`src/hdl/asc_pkg.sv`:
```
package asc_pkg;

    localparam int CLK_HZ = 20_000_000;
    // allowance for the gain amplifier to settle after a range change
    localparam int SETTLE_NS = 1000;
    localparam int SETTLE_CYC = (SETTLE_NS * (CLK_HZ / 1_000_000) + 999) / 1000;

    localparam int ENTRIES_DEF = 16;
    localparam int DATA_W_DEF = 16;
    localparam int FIFO_DEPTH_DEF = 16;
    localparam int BLOCK_DEF = 8;
    localparam int HOST_BUF_DEF = 1024;

    localparam logic [15:0] PACE_RST = 16'h0000;
    localparam logic [15:0] PACE_ONE = 16'h0001;

    localparam logic [1:0] MODE_DIFF = 2'h0;
    localparam logic [1:0] MODE_RSE = 2'h1;
    localparam logic [1:0] MODE_NRSE = 2'h2;

    typedef enum logic [2:0] {
        ST_IDLE = 3'h0,
        ST_ARM = 3'h1,
        ST_WAIT = 3'h2,
        ST_SETTLE = 3'h3,
        ST_CONV = 3'h4
    } asc_state_t;

    typedef struct packed {
        logic [5:0] chan;
        logic [1:0] gain;
        logic bipolar;
        logic [1:0] mode;
    } asc_entry_t;

endpackage

```
`src/hdl/asc_ctrl.sv`:
```
`timescale 1ns/1ns
`default_nettype none

// Behaviour
// - load entry range into amplifier before conversion
// - round-robin spreads rate over scanned channels
// - interval scan: round-robin or burst per tick
// - software mode: one conversion (whole list in burst) per command
// - hardware pacing from internal or external clock
// - start trigger only for hardware-timed runs
// - buffered: request block moves by dma/interrupt
// - finite mode stops after sample count
// - continuous mode runs until stop command or fifo overrun
// - fifo overwrite raises overrun error
// - host buffer overflow reported in continuous
// - non-buffered: host reads fifo samples directly
// - each entry carries its own terminal mode
module asc_ctrl #(
    parameter int ENTRIES = asc_pkg::ENTRIES_DEF,
    parameter int DATA_W = asc_pkg::DATA_W_DEF,
    parameter int FIFO_DEPTH = asc_pkg::FIFO_DEPTH_DEF,
    parameter int BLOCK = asc_pkg::BLOCK_DEF,
    parameter int HOST_BUF = asc_pkg::HOST_BUF_DEF,
    localparam int IW = $clog2(ENTRIES)
) (
    input wire logic sys_clk,               // 20 MHz system clock
    input wire logic rst_n,                 // async reset, active low
    input wire logic list_wr,               // write one scan list entry
    input wire logic [IW-1:0] list_addr,    // entry written
    input wire logic [5:0] list_chan,       // input channel of entry
    input wire logic [1:0] list_gain,       // gain code of entry
    input wire logic list_bipolar,          // polarity of entry
    input wire logic [1:0] list_mode,       // terminal mode of entry
    input wire logic [IW-1:0] scan_last,    // index of last entry in scan
    input wire logic timing_hw,             // 1 hardware timed, 0 software timed
    input wire logic pace_ext,              // 1 external pacing clock
    input wire logic [15:0] pace_div,       // internal pacing period in cycles
    input wire logic scan_burst,            // 1 whole list per tick
    input wire logic trig_en,               // wait for start trigger
    input wire logic sample_finite,         // 1 finite, 0 continuous
    input wire logic [31:0] sample_total,   // samples in finite mode
    input wire logic buffered,              // 1 block transfer to host
    input wire logic xfer_dma,              // 1 dma, 0 interrupt requests
    input wire logic start_cmd,             // pulse: arm acquisition
    input wire logic stop_cmd,              // pulse: end acquisition
    input wire logic sw_conv,               // pulse: one software conversion
    input wire logic trig_in,               // start trigger, rising edge
    input wire logic ext_clk,               // external pacing, rising edge
    input wire logic conv_done,             // converter result valid
    input wire logic [DATA_W-1:0] conv_data, // converter result
    input wire logic rd_req,                // pulse: take one fifo sample
    input wire logic host_ack,              // pulse: host consumed one sample
    input wire logic clr_err,               // pulse: clear both errors
    output logic [5:0] mux_chan,            // channel to multiplexer
    output logic [1:0] pga_gain,            // gain to amplifier
    output logic pga_bipolar,               // polarity to amplifier
    output logic [1:0] pga_mode,            // terminal mode to input switches
    output logic conv_start,                // pulse: start conversion
    output logic [DATA_W-1:0] rd_data,      // sample read from fifo
    output logic rd_valid,                  // pulse: rd_data valid
    output logic dma_req,                   // level: block ready, dma
    output logic xfer_irq,                  // level: block ready, interrupt
    output logic running,                   // acquisition active
    output logic ovr_err,                   // fifo overrun, sticky
    output logic host_ovf_err               // host buffer overflow, sticky
);
    localparam int FCW = $clog2(FIFO_DEPTH + 1);
    localparam int HW = $clog2(HOST_BUF + 1);
    localparam int SCW = $clog2(asc_pkg::SETTLE_CYC + 1);

    generate
        if (ENTRIES < 2 || (1 << IW) != ENTRIES || BLOCK < 1 || BLOCK > FIFO_DEPTH
            || HOST_BUF < 1) begin : g_bad_param
            $error("asc_ctrl parameters out of range");
        end
    endgenerate

    typedef struct packed {
        asc_pkg::asc_state_t st;
        asc_pkg::asc_entry_t [ENTRIES-1:0] list;
        logic [IW-1:0] idx;
        logic [IW-1:0] last;
        logic [IW-1:0] burst_left;
        logic [SCW-1:0] settle;
        logic [15:0] pace;
        logic [31:0] remaining;
        logic [HW-1:0] host_fill;
        logic trig_q;
        logic ext_q;
        logic cfg_hw;
        logic cfg_ext;
        logic cfg_fin;
        logic cfg_buf;
        logic cfg_dma;
        logic cfg_burst;
        logic ovr_err;
        logic host_ovf_err;
        logic running;
        logic [5:0] mux_chan;
        logic [1:0] pga_gain;
        logic pga_bipolar;
        logic [1:0] pga_mode;
        logic conv_start;
        logic [DATA_W-1:0] rd_data;
        logic rd_valid;
        logic dma_req;
        logic xfer_irq;
    } asc_ctrl_state_t;

    asc_ctrl_state_t s;
    asc_ctrl_state_t next_s;

    logic push;
    logic pop;
    logic fifo_ovr;
    logic [DATA_W-1:0] fifo_dout;
    logic [FCW-1:0] fifo_cnt;

    assign push = (s.st == asc_pkg::ST_CONV) && conv_done;
    // direct single-sample reads from the fifo head
    assign pop = rd_req && (fifo_cnt != '0);

    asc_fifo #(
        .W(DATA_W),
        .DEPTH(FIFO_DEPTH)
    ) u_fifo (
        .sys_clk(sys_clk),
        .rst_n(rst_n),
        .push(push),
        .din(conv_data),
        .pop(pop),
        .dout(fifo_dout),
        .count(fifo_cnt),
        .ovr(fifo_ovr)
    );

    always_comb begin
        logic tick;
        logic [IW-1:0] nxt;
        asc_pkg::asc_entry_t e;
        tick = 1'b0;
        nxt = '0;
        e = '0;
        next_s = s;
        next_s.conv_start = 1'b0;
        next_s.rd_valid = 1'b0;
        next_s.trig_q = trig_in;
        next_s.ext_q = ext_clk;
        if (list_wr) begin
            next_s.list[list_addr] = {list_chan, list_gain, list_bipolar, list_mode};
        end
        // pace source is internal divider or external edge
        if (!s.cfg_hw) begin
            // software timing, each command is one tick
            tick = sw_conv;
        end else if (s.cfg_ext) begin
            tick = ext_clk && !s.ext_q;
        end else begin
            tick = (s.pace == asc_pkg::PACE_RST);
        end
        if (s.st == asc_pkg::ST_IDLE || s.pace == asc_pkg::PACE_RST) begin
            next_s.pace = (pace_div == asc_pkg::PACE_RST) ? asc_pkg::PACE_RST
                                                          : pace_div - asc_pkg::PACE_ONE;
        end else begin
            next_s.pace = s.pace - asc_pkg::PACE_ONE;
        end
        // wrap to the first entry after the last
        nxt = (s.idx == s.last) ? '0 : s.idx + 1'b1;

        unique case (s.st)
            asc_pkg::ST_IDLE: begin
                if (start_cmd && !s.ovr_err && !(sample_finite && sample_total == '0)) begin
                    next_s.cfg_hw = timing_hw;
                    next_s.cfg_ext = pace_ext;
                    next_s.cfg_fin = sample_finite;
                    next_s.cfg_buf = buffered;
                    next_s.cfg_dma = xfer_dma;
                    next_s.cfg_burst = scan_burst;
                    next_s.last = scan_last;
                    next_s.idx = '0;
                    next_s.remaining = sample_total;
                    next_s.host_fill = '0;
                    // trigger wait only for hardware timing
                    next_s.st = (timing_hw && trig_en) ? asc_pkg::ST_ARM : asc_pkg::ST_WAIT;
                end
            end
            asc_pkg::ST_ARM: begin
                if (trig_in && !s.trig_q) begin
                    next_s.st = asc_pkg::ST_WAIT;
                end
            end
            asc_pkg::ST_WAIT: begin
                if (tick) begin
                    // burst runs the whole list, else one entry per tick
                    next_s.burst_left = s.cfg_burst ? s.last : '0;
                    next_s.st = asc_pkg::ST_SETTLE;
                end
            end
            asc_pkg::ST_SETTLE: begin
                if (s.settle == '0) begin
                    next_s.conv_start = 1'b1;
                    next_s.st = asc_pkg::ST_CONV;
                end else begin
                    next_s.settle = s.settle - 1'b1;
                end
            end
            asc_pkg::ST_CONV: begin
                if (conv_done) begin
                    next_s.idx = nxt;
                    if (s.cfg_fin) begin
                        next_s.remaining = s.remaining - 32'h1;
                    end
                    // finite run ends on its last sample
                    if (s.cfg_fin && s.remaining == 32'h1) begin
                        next_s.st = asc_pkg::ST_IDLE;
                    end else if (s.burst_left != '0) begin
                        next_s.burst_left = s.burst_left - 1'b1;
                        next_s.st = asc_pkg::ST_SETTLE;
                    end else begin
                        // round-robin waits a full tick per channel
                        next_s.st = asc_pkg::ST_WAIT;
                    end
                end
            end
            default: begin
                next_s.st = asc_pkg::ST_IDLE;
            end
        endcase

        // only stop or a fifo overrun ends a continuous run
        if (stop_cmd || fifo_ovr) begin
            next_s.st = asc_pkg::ST_IDLE;
            next_s.conv_start = 1'b0;
        end
        // amplifier takes the entry's range before conversion
        if (next_s.st == asc_pkg::ST_SETTLE && s.st != asc_pkg::ST_SETTLE) begin
            e = s.list[next_s.idx];
            next_s.mux_chan = e.chan;
            next_s.pga_gain = e.gain;
            next_s.pga_bipolar = e.bipolar;
            next_s.pga_mode = e.mode;
            next_s.settle = SCW'(asc_pkg::SETTLE_CYC);
        end

        // sticky overrun, set wins over clear
        if (fifo_ovr) begin
            next_s.ovr_err = 1'b1;
        end else if (clr_err) begin
            next_s.ovr_err = 1'b0;
        end
        if (clr_err) begin
            next_s.host_ovf_err = 1'b0;
        end
        // host buffer occupancy; overflow in continuous mode
        if (pop && s.cfg_buf && !(host_ack && s.host_fill != '0)) begin
            if (s.host_fill == HW'(HOST_BUF)) begin
                next_s.host_ovf_err = !s.cfg_fin || s.host_ovf_err;
            end else begin
                next_s.host_fill = s.host_fill + 1'b1;
            end
        end else if (!(pop && s.cfg_buf) && host_ack && s.host_fill != '0) begin
            next_s.host_fill = s.host_fill - 1'b1;
        end

        if (pop) begin
            next_s.rd_data = fifo_dout;
            next_s.rd_valid = 1'b1;
        end
        // block ready requests by dma or interrupt
        next_s.dma_req = next_s.cfg_buf && next_s.cfg_dma && (fifo_cnt >= FCW'(BLOCK));
        next_s.xfer_irq = next_s.cfg_buf && !next_s.cfg_dma && (fifo_cnt >= FCW'(BLOCK));
        next_s.running = (next_s.st != asc_pkg::ST_IDLE);
    end

    always_ff @(posedge sys_clk or negedge rst_n) begin
        if (!rst_n) begin
            s <= '0;
        end else begin
            s <= next_s;
        end
    end

    assign mux_chan = s.mux_chan;
    assign pga_gain = s.pga_gain;
    assign pga_bipolar = s.pga_bipolar;
    assign pga_mode = s.pga_mode;
    assign conv_start = s.conv_start;
    assign rd_data = s.rd_data;
    assign rd_valid = s.rd_valid;
    assign dma_req = s.dma_req;
    assign xfer_irq = s.xfer_irq;
    assign running = s.running;
    assign ovr_err = s.ovr_err;
    assign host_ovf_err = s.host_ovf_err;

    // checks
    localparam int A_CONV_DLY = asc_pkg::SETTLE_CYC + 2;
    localparam int A_CONV_MIN = A_CONV_DLY - 1;
endmodule

`default_nettype wire

```
`src/hdl/asc_fifo.sv`:
```
`timescale 1ns/1ns
`default_nettype none

module asc_fifo #(
    parameter int W = 16,
    parameter int DEPTH = 16,
    localparam int CW = $clog2(DEPTH + 1)
) (
    input wire logic sys_clk,          // system clock
    input wire logic rst_n,            // async reset, active low
    input wire logic push,             // write one sample
    input wire logic [W-1:0] din,      // sample written
    input wire logic pop,              // remove head sample
    output logic [W-1:0] dout,         // head sample
    output logic [CW-1:0] count,       // samples held
    output logic ovr                   // pulse: oldest sample overwritten
);
    localparam int AW = $clog2(DEPTH);

    generate
        if (DEPTH < 2 || (1 << AW) != DEPTH) begin : g_bad_depth
            $error("asc_fifo depth must be a power of two, at least 2");
        end
    endgenerate

    typedef struct packed {
        logic [DEPTH-1:0][W-1:0] mem;
        logic [AW-1:0] wr;
        logic [AW-1:0] rd;
        logic [CW-1:0] cnt;
        logic ovr;
    } asc_fifo_state_t;

    asc_fifo_state_t s;
    asc_fifo_state_t next_s;

    always_comb begin
        next_s = s;
        next_s.ovr = 1'b0;
        if (push && pop && s.cnt != '0) begin
            next_s.mem[s.wr] = din;
            next_s.wr = s.wr + 1'b1;
            next_s.rd = s.rd + 1'b1;
        end else if (push) begin
            next_s.mem[s.wr] = din;
            next_s.wr = s.wr + 1'b1;
            // full fifo drops its oldest sample
            if (s.cnt == CW'(DEPTH)) begin
                next_s.rd = s.rd + 1'b1;
                next_s.ovr = 1'b1;
            end else begin
                next_s.cnt = s.cnt + 1'b1;
            end
        end else if (pop && s.cnt != '0) begin
            next_s.rd = s.rd + 1'b1;
            next_s.cnt = s.cnt - 1'b1;
        end
    end

    always_ff @(posedge sys_clk or negedge rst_n) begin
        if (!rst_n) begin
            s <= '0;
        end else begin
            s <= next_s;
        end
    end

    assign dout = s.mem[s.rd];
    assign count = s.cnt;
    assign ovr = s.ovr;
endmodule

`default_nettype wire

```
`config.mk`:
```
export PLATFORM = sky130hd
export DESIGN_NAME = asc_ctrl
export DESIGN_NICKNAME = d
export VERILOG_FILES = /design/src/hdl/asc_pkg.sv /design/src/hdl/asc_ctrl.sv /design/src/hdl/asc_fifo.sv
export SDC_FILE = /design/constraint.sdc
export NUM_CORES = 1
export LEC_CHECK = 0
export ABC_CLOCK_PERIOD_IN_PS = 3700
export BUFFER_PORTS_ARGS = -buffer_cell sky130_fd_sc_hd__buf_4
export CAP_MARGIN = 20
export CORE_MARGIN = 3
export CORE_UTILIZATION = 29
export CTS_CLUSTER_SIZE = 12
export DETAILED_ROUTE_END_ITERATION = 6
export RECOVER_POWER = 100
export SLEW_MARGIN = 25
export SYNTH_ARGS = -nofsm -noshare
export SYNTH_HDL_FRONTEND = slang
export SYNTH_SLANG_ARGS = --single-unit
```
`constraint.sdc`:
```
create_clock -name sys_clk -period 3.7 [get_ports sys_clk]
set_input_delay 0.185 -clock sys_clk [delete_from_list [all_inputs] [get_ports sys_clk]]
set_output_delay 0.185 -clock sys_clk [all_outputs]
set_load 0.005 [all_outputs]
```
==> reports/qor.log <==
INFO  status         status=finished with violations
INFO  status         failed_checks=max-capacitance violations, max-slew violations
INFO  floorplanning  fp.coreArea=0.0974mm2
INFO  drt            wire_per_inst=19.8um
INFO  clocking       cts_sinks=567
INFO  final_layout   drive_above_1_share=29.5%
INFO  synthesis      netlist_instances=2472
INFO  grt            grt_util_all_layers=15.2%
INFO  synthesis      asyncSetResetFlopFracSynth=100%
INFO  worst_setup_path cp_cell_sequence=dlygate4sd3_1 > clkbuf_1 > nor4_1 > buf_4 > nand4_1 > or3_1 > a21o_1 > inv_2 > buf_12 > nand2_1 > o22ai_1 > or4_1 > o221a_1
INFO  grt            globalRoute.busiestLayer=met2
INFO  final_layout   flow.area_growth_from_synthesis=18.6%
INFO  final_layout   final_cell_count_no_fill=3972
INFO  timing         final-max-slew-violation-count=172
INFO  timing         post-route-period-util=91.9%
INFO  worst_setup_path worst_setup_path_start_kind=primary input
INFO  grt            grt.met3_usage=2.37%
INFO  synthesis      syn_avg_cell_area=11.6um2
INFO  power_and_ir_drop power.static_leakage=14.7nW
INFO  drt            routed_wl=78800um
INFO  floorplanning  die_w=321um
INFO  placed_design  place_ws=0.310ns
INFO  drt            initialDrtViolationCount=1549
INFO  worst_setup_path critical_path.endpoint_type=flop
INFO  final_layout   multiInputGateArea=0.0135mm2
INFO  floorplanning  initial_core_util=29.5%
INFO  synthesis      ys_ff_latch=567
INFO  worst_setup_path timing.critical_path.fanout_max=19
INFO  floorplanning  die_y=321um
INFO  grt            grt_start_max_net_pins=111
INFO  clocking       tritoncts.num_buffers=67
INFO  placed_design  place_hpwl=49900um
INFO  timing         max_clock_freq=294MHz
INFO  worst_setup_path setup.worst_path.class=in -> reg
INFO  synthesis      synth-warning-count=0
INFO  clocking       clk_pin_slew=0.06ns
INFO  clocking       clkLatencyLatePin=0.62ns
INFO  timing         period_minus_slack=3.40ns
INFO  flow_run       cap_viol_max_count=7
INFO  clocking       cts.htree.levels=3
INFO  worst_setup_path critical_path_required=4.26ns
INFO  final_layout   final-seq-area=0.0142mm2
INFO  timing         timing.final.setup_violations=0
INFO  final_layout   fillers=9624
INFO  placed_design  buffer_ports.inserted=135
INFO  floorplanning  placementRows=114
INFO  floorplanning  die_area=0.103mm2
INFO  drt            ant_nets=0
INFO  clocking       post_cts_resized=0
INFO  drt            drt_pre_antenna_iters=5
INFO  synthesis      synth-seq-area-share=49.4%
INFO  clocking       ctsLongestPathBuffers=3
INFO  timing         grt_setup_unrepaired=false
INFO  synthesis      ys.flop_type=dfrtp_1
INFO  drt            per_cell_via_count_in_the_routed_design=5.23
INFO  floorplanning  design.portCount=136
INFO  worst_setup_path critical_path.max_stage_delay=0.54ns
INFO  grt            grt_pass1_wl=125000um
INFO  worst_setup_path critical_path_arrival=3.96ns
INFO  placed_design  dpl_cells=3753
INFO  power_and_ir_drop pwr_density_cell=519mW/mm2
INFO  worst_setup_path timing.critical_path.max_delay_family=simple AND/OR/NAND/NOR gates
INFO  synthesis      post_synth_instance_area=0.0287mm2
INFO  placed_design  placed_cell_area=0.0313mm2
INFO  worst_setup_path rrSetupSlack=0.33ns
INFO  grt            first_global_vias=20800
INFO  clocking       cts.repair_timing.setup_buffer_count=0
INFO  power_and_ir_drop vdd_ir_drop_max=0.356mV
INFO  synthesis      synth_cell_types=75
INFO  timing         setup_total_negative_slack=0ns
INFO  grt            grtUsageMet2=25.1%
INFO  final_layout   nNetsFinal=2767
INFO  synthesis      number_of_enable_flip_flop_cells_after_synthesis=0
INFO  timing         setup_slack=0.300ns
INFO  worst_setup_path worst_path_max_delay_cell=dlygate4sd3_1
INFO  clocking       clock_tree_from_tritoncts=done
INFO  timing         finalClockSkew=0.0269ns
INFO  drt            drcViolationCount=0
INFO  min_path       class_of_the_tightest_hold_or_removal_check=in -> reg
INFO  grt            grt_use_met1=20.7%
INFO  worst_setup_path total_buffers_and_inverters_traversed_by_the_critical_path=5
INFO  timing         worst-slew-pin-transition=2.59ns
INFO  timing         fin_worst_hold_slack=0.0461ns
INFO  timing         timing.final.hold_violations=0
INFO  grt            antenna_violations_before_repair=2
INFO  synthesis      synthesis.nets=2593
INFO  final_layout   final_non_filler_cell_area=0.0341mm2
INFO  timing         timing.max_slew.rel_slack=-73.0%
INFO  drt            vias=20800
INFO  grt            grt_remaining_overflow=0
INFO  clocking       cts.root.buffer_cell=clkbuf_16
INFO  placed_design  routabilityCongestion=0.823
-- stage by stage --
step / total power, mW / util, %
2_1_floorplan: 10.2 / -
3_3_place_gp: 11.4 / 32.1
3_5_place_dp: 11.5 / 32.1
4_1_cts: 18.0 / 35.3
5_1_grt: 18.7 / 35.0
6_report: 17.7 / 35.0
-- cells by family (layout without fill, tap and decap cells) --
family | count (synthesis) | count (layout) | share of synthesized area [%]
simple gates | 610 | 610 | 10.3
flops | 567 | 567 | 49.4
mux | 555 | 555 | 24.7
compound gates | 432 | 432 | 9.77
buf+inv | 248 | 471 | 3.80
xor+xnor | 41 | 41 | 1.25
fa+ha+maj | 19 | 19 | 0.853
other cells | 0 | 1 | 0
-- layer usage --
layer  vias to the layer above  wire length (um)
li1                       9499                 -
met2                       582             37700
met1                     10600             35200
met4                         0              2160
met5                         -                 0
met3                       135              3760
-- worst register-to-register path: stages (launching register included) --
cell and delay [ns]:
dfrtp_1 0.40, inv_1 0.07, ha_1 0.17, nor3b_2 0.29
and4b_1 0.33, a31oi_1 0.22, o2bb2ai_1 0.28, a311o_1 0.20
nand3_1 0.44, or4_1 0.73, o221a_1 0.15
-- sequential cells by signal (all words and copies together) (netlist names) --
signal	count
running	1
u_fifo.ovr	1
rd_valid	1
pga_gain	2
xfer_irq	1
mux_chan	6
pga_mode	2
pga_bipolar	1
s	263
rd_data	16
dma_req	1
u_fifo.s	264
conv_start	1
u_fifo.count	5
host_ovf_err	1
ovr_err	1
-- Yosys cell counts (13+ instances only) --
| library cell | count | area, um2 |
|---|---|---|
| nor3_1 | 55 | 275 |
| xor2_1 | 13 | 114 |
| o22ai_1 | 36 | 225 |
| o21ai_0 | 99 | 495 |
| clkbuf_1 | 127 | 477 |
| ha_1 | 18 | 225 |
| nor4_1 | 22 | 138 |
| inv_1 | 32 | 120 |
| dfrtp_1 | 567 | 14200 |
| nand3_1 | 120 | 601 |
| o211ai_1 | 18 | 135 |
| a211oi_1 | 64 | 480 |
| a21oi_1 | 110 | 551 |
| buf_4 | 27 | 203 |
| or4_1 | 18 | 135 |
| mux2i_1 | 41 | 410 |
| buf_1 | 30 | 113 |
| mux4_2 | 80 | 1800 |
| mux2_2 | 434 | 4890 |
| nand2_1 | 229 | 860 |
| buf_2 | 23 | 115 |
| nor2_1 | 75 | 282 |
| xnor2_1 | 28 | 245 |
| or3_1 | 18 | 113 |
-- layout by cell type, fill, tap and decap left out, types with 11 or more instances in the layout --
cell type and count:
buf_12 11, mux2i_1 41, o22ai_1 36, xor2_1 13, a21oi_1 109, or3_1 18, clkbuf_1 74, nand2_1 229
dlygate4sd3_1 100, nor4_1 23, nor2_1 74, buf_4 119, a211oi_1 64, a22oi_1 11, dfrtp_1 563, mux4_2 80
o211ai_1 18, nand2b_1 11, mux2_2 434, a311o_1 11, clkbuf_16 67, o21ai_0 99, nand3_1 120, nor3_1 53
ha_1 18, inv_1 35, o2111ai_1 11, or4_1 18, clkbuf_4 23, xnor2_1 28
-- report_power, final --
part	internal (mW)	switching (mW)	total (mW)
Clock	3.64	2.71	6.35
Sequential	7.01	0.893	7.91
Combinational	1.69	1.76	3.45
-- what timing repair did --
| action | 4_1_cts | 5_1_grt |
|---|---|---|
| hold endpoints to repair | 578 | 0 |
| hold buffers | 100 | 0 |
| endpoints found under the setup margin | 0 | 0 |
-- area by class of cell --
| type | count | share of cell area [%] |
|---|---|---|
| diodes | 1 | 0.00734 |
| repair buffers | 316 | 7.46 |
| inverters | 37 | 0.408 |
| flip-flops and latches | 567 | 41.7 |
| clock buffers | 98 | 5.53 |
| clock inverters | 20 | 0.646 |
| multi-input cells | 1657 | 39.6 |
| well taps | 1276 | 4.68 |
-- final timing paths --
check / start / endpoint / cells past startpoint
worst min-delay path: sample_total[18] / s[71]$_DFFE_PN0P_ / 4
max in group asynchronous: rst_n / u_fifo.s[6]$_DFFE_PN0P_ / 3
min in group asynchronous: rst_n / s[67]$_DFFE_PN0P_ / 2
worst max-delay path: sample_total[15] / mux_chan[1]$_DFFE_PN0P_ / 13
worst max register to register: s[85]$_DFF_PN0_ / mux_chan[3]$_DFFE_PN0P_ / 10
worst min register to register: rd_data[12]$_DFFE_PN0P_ / rd_data[12]$_DFFE_PN0P_ / 2
Power figures use the tool's default switching activity.
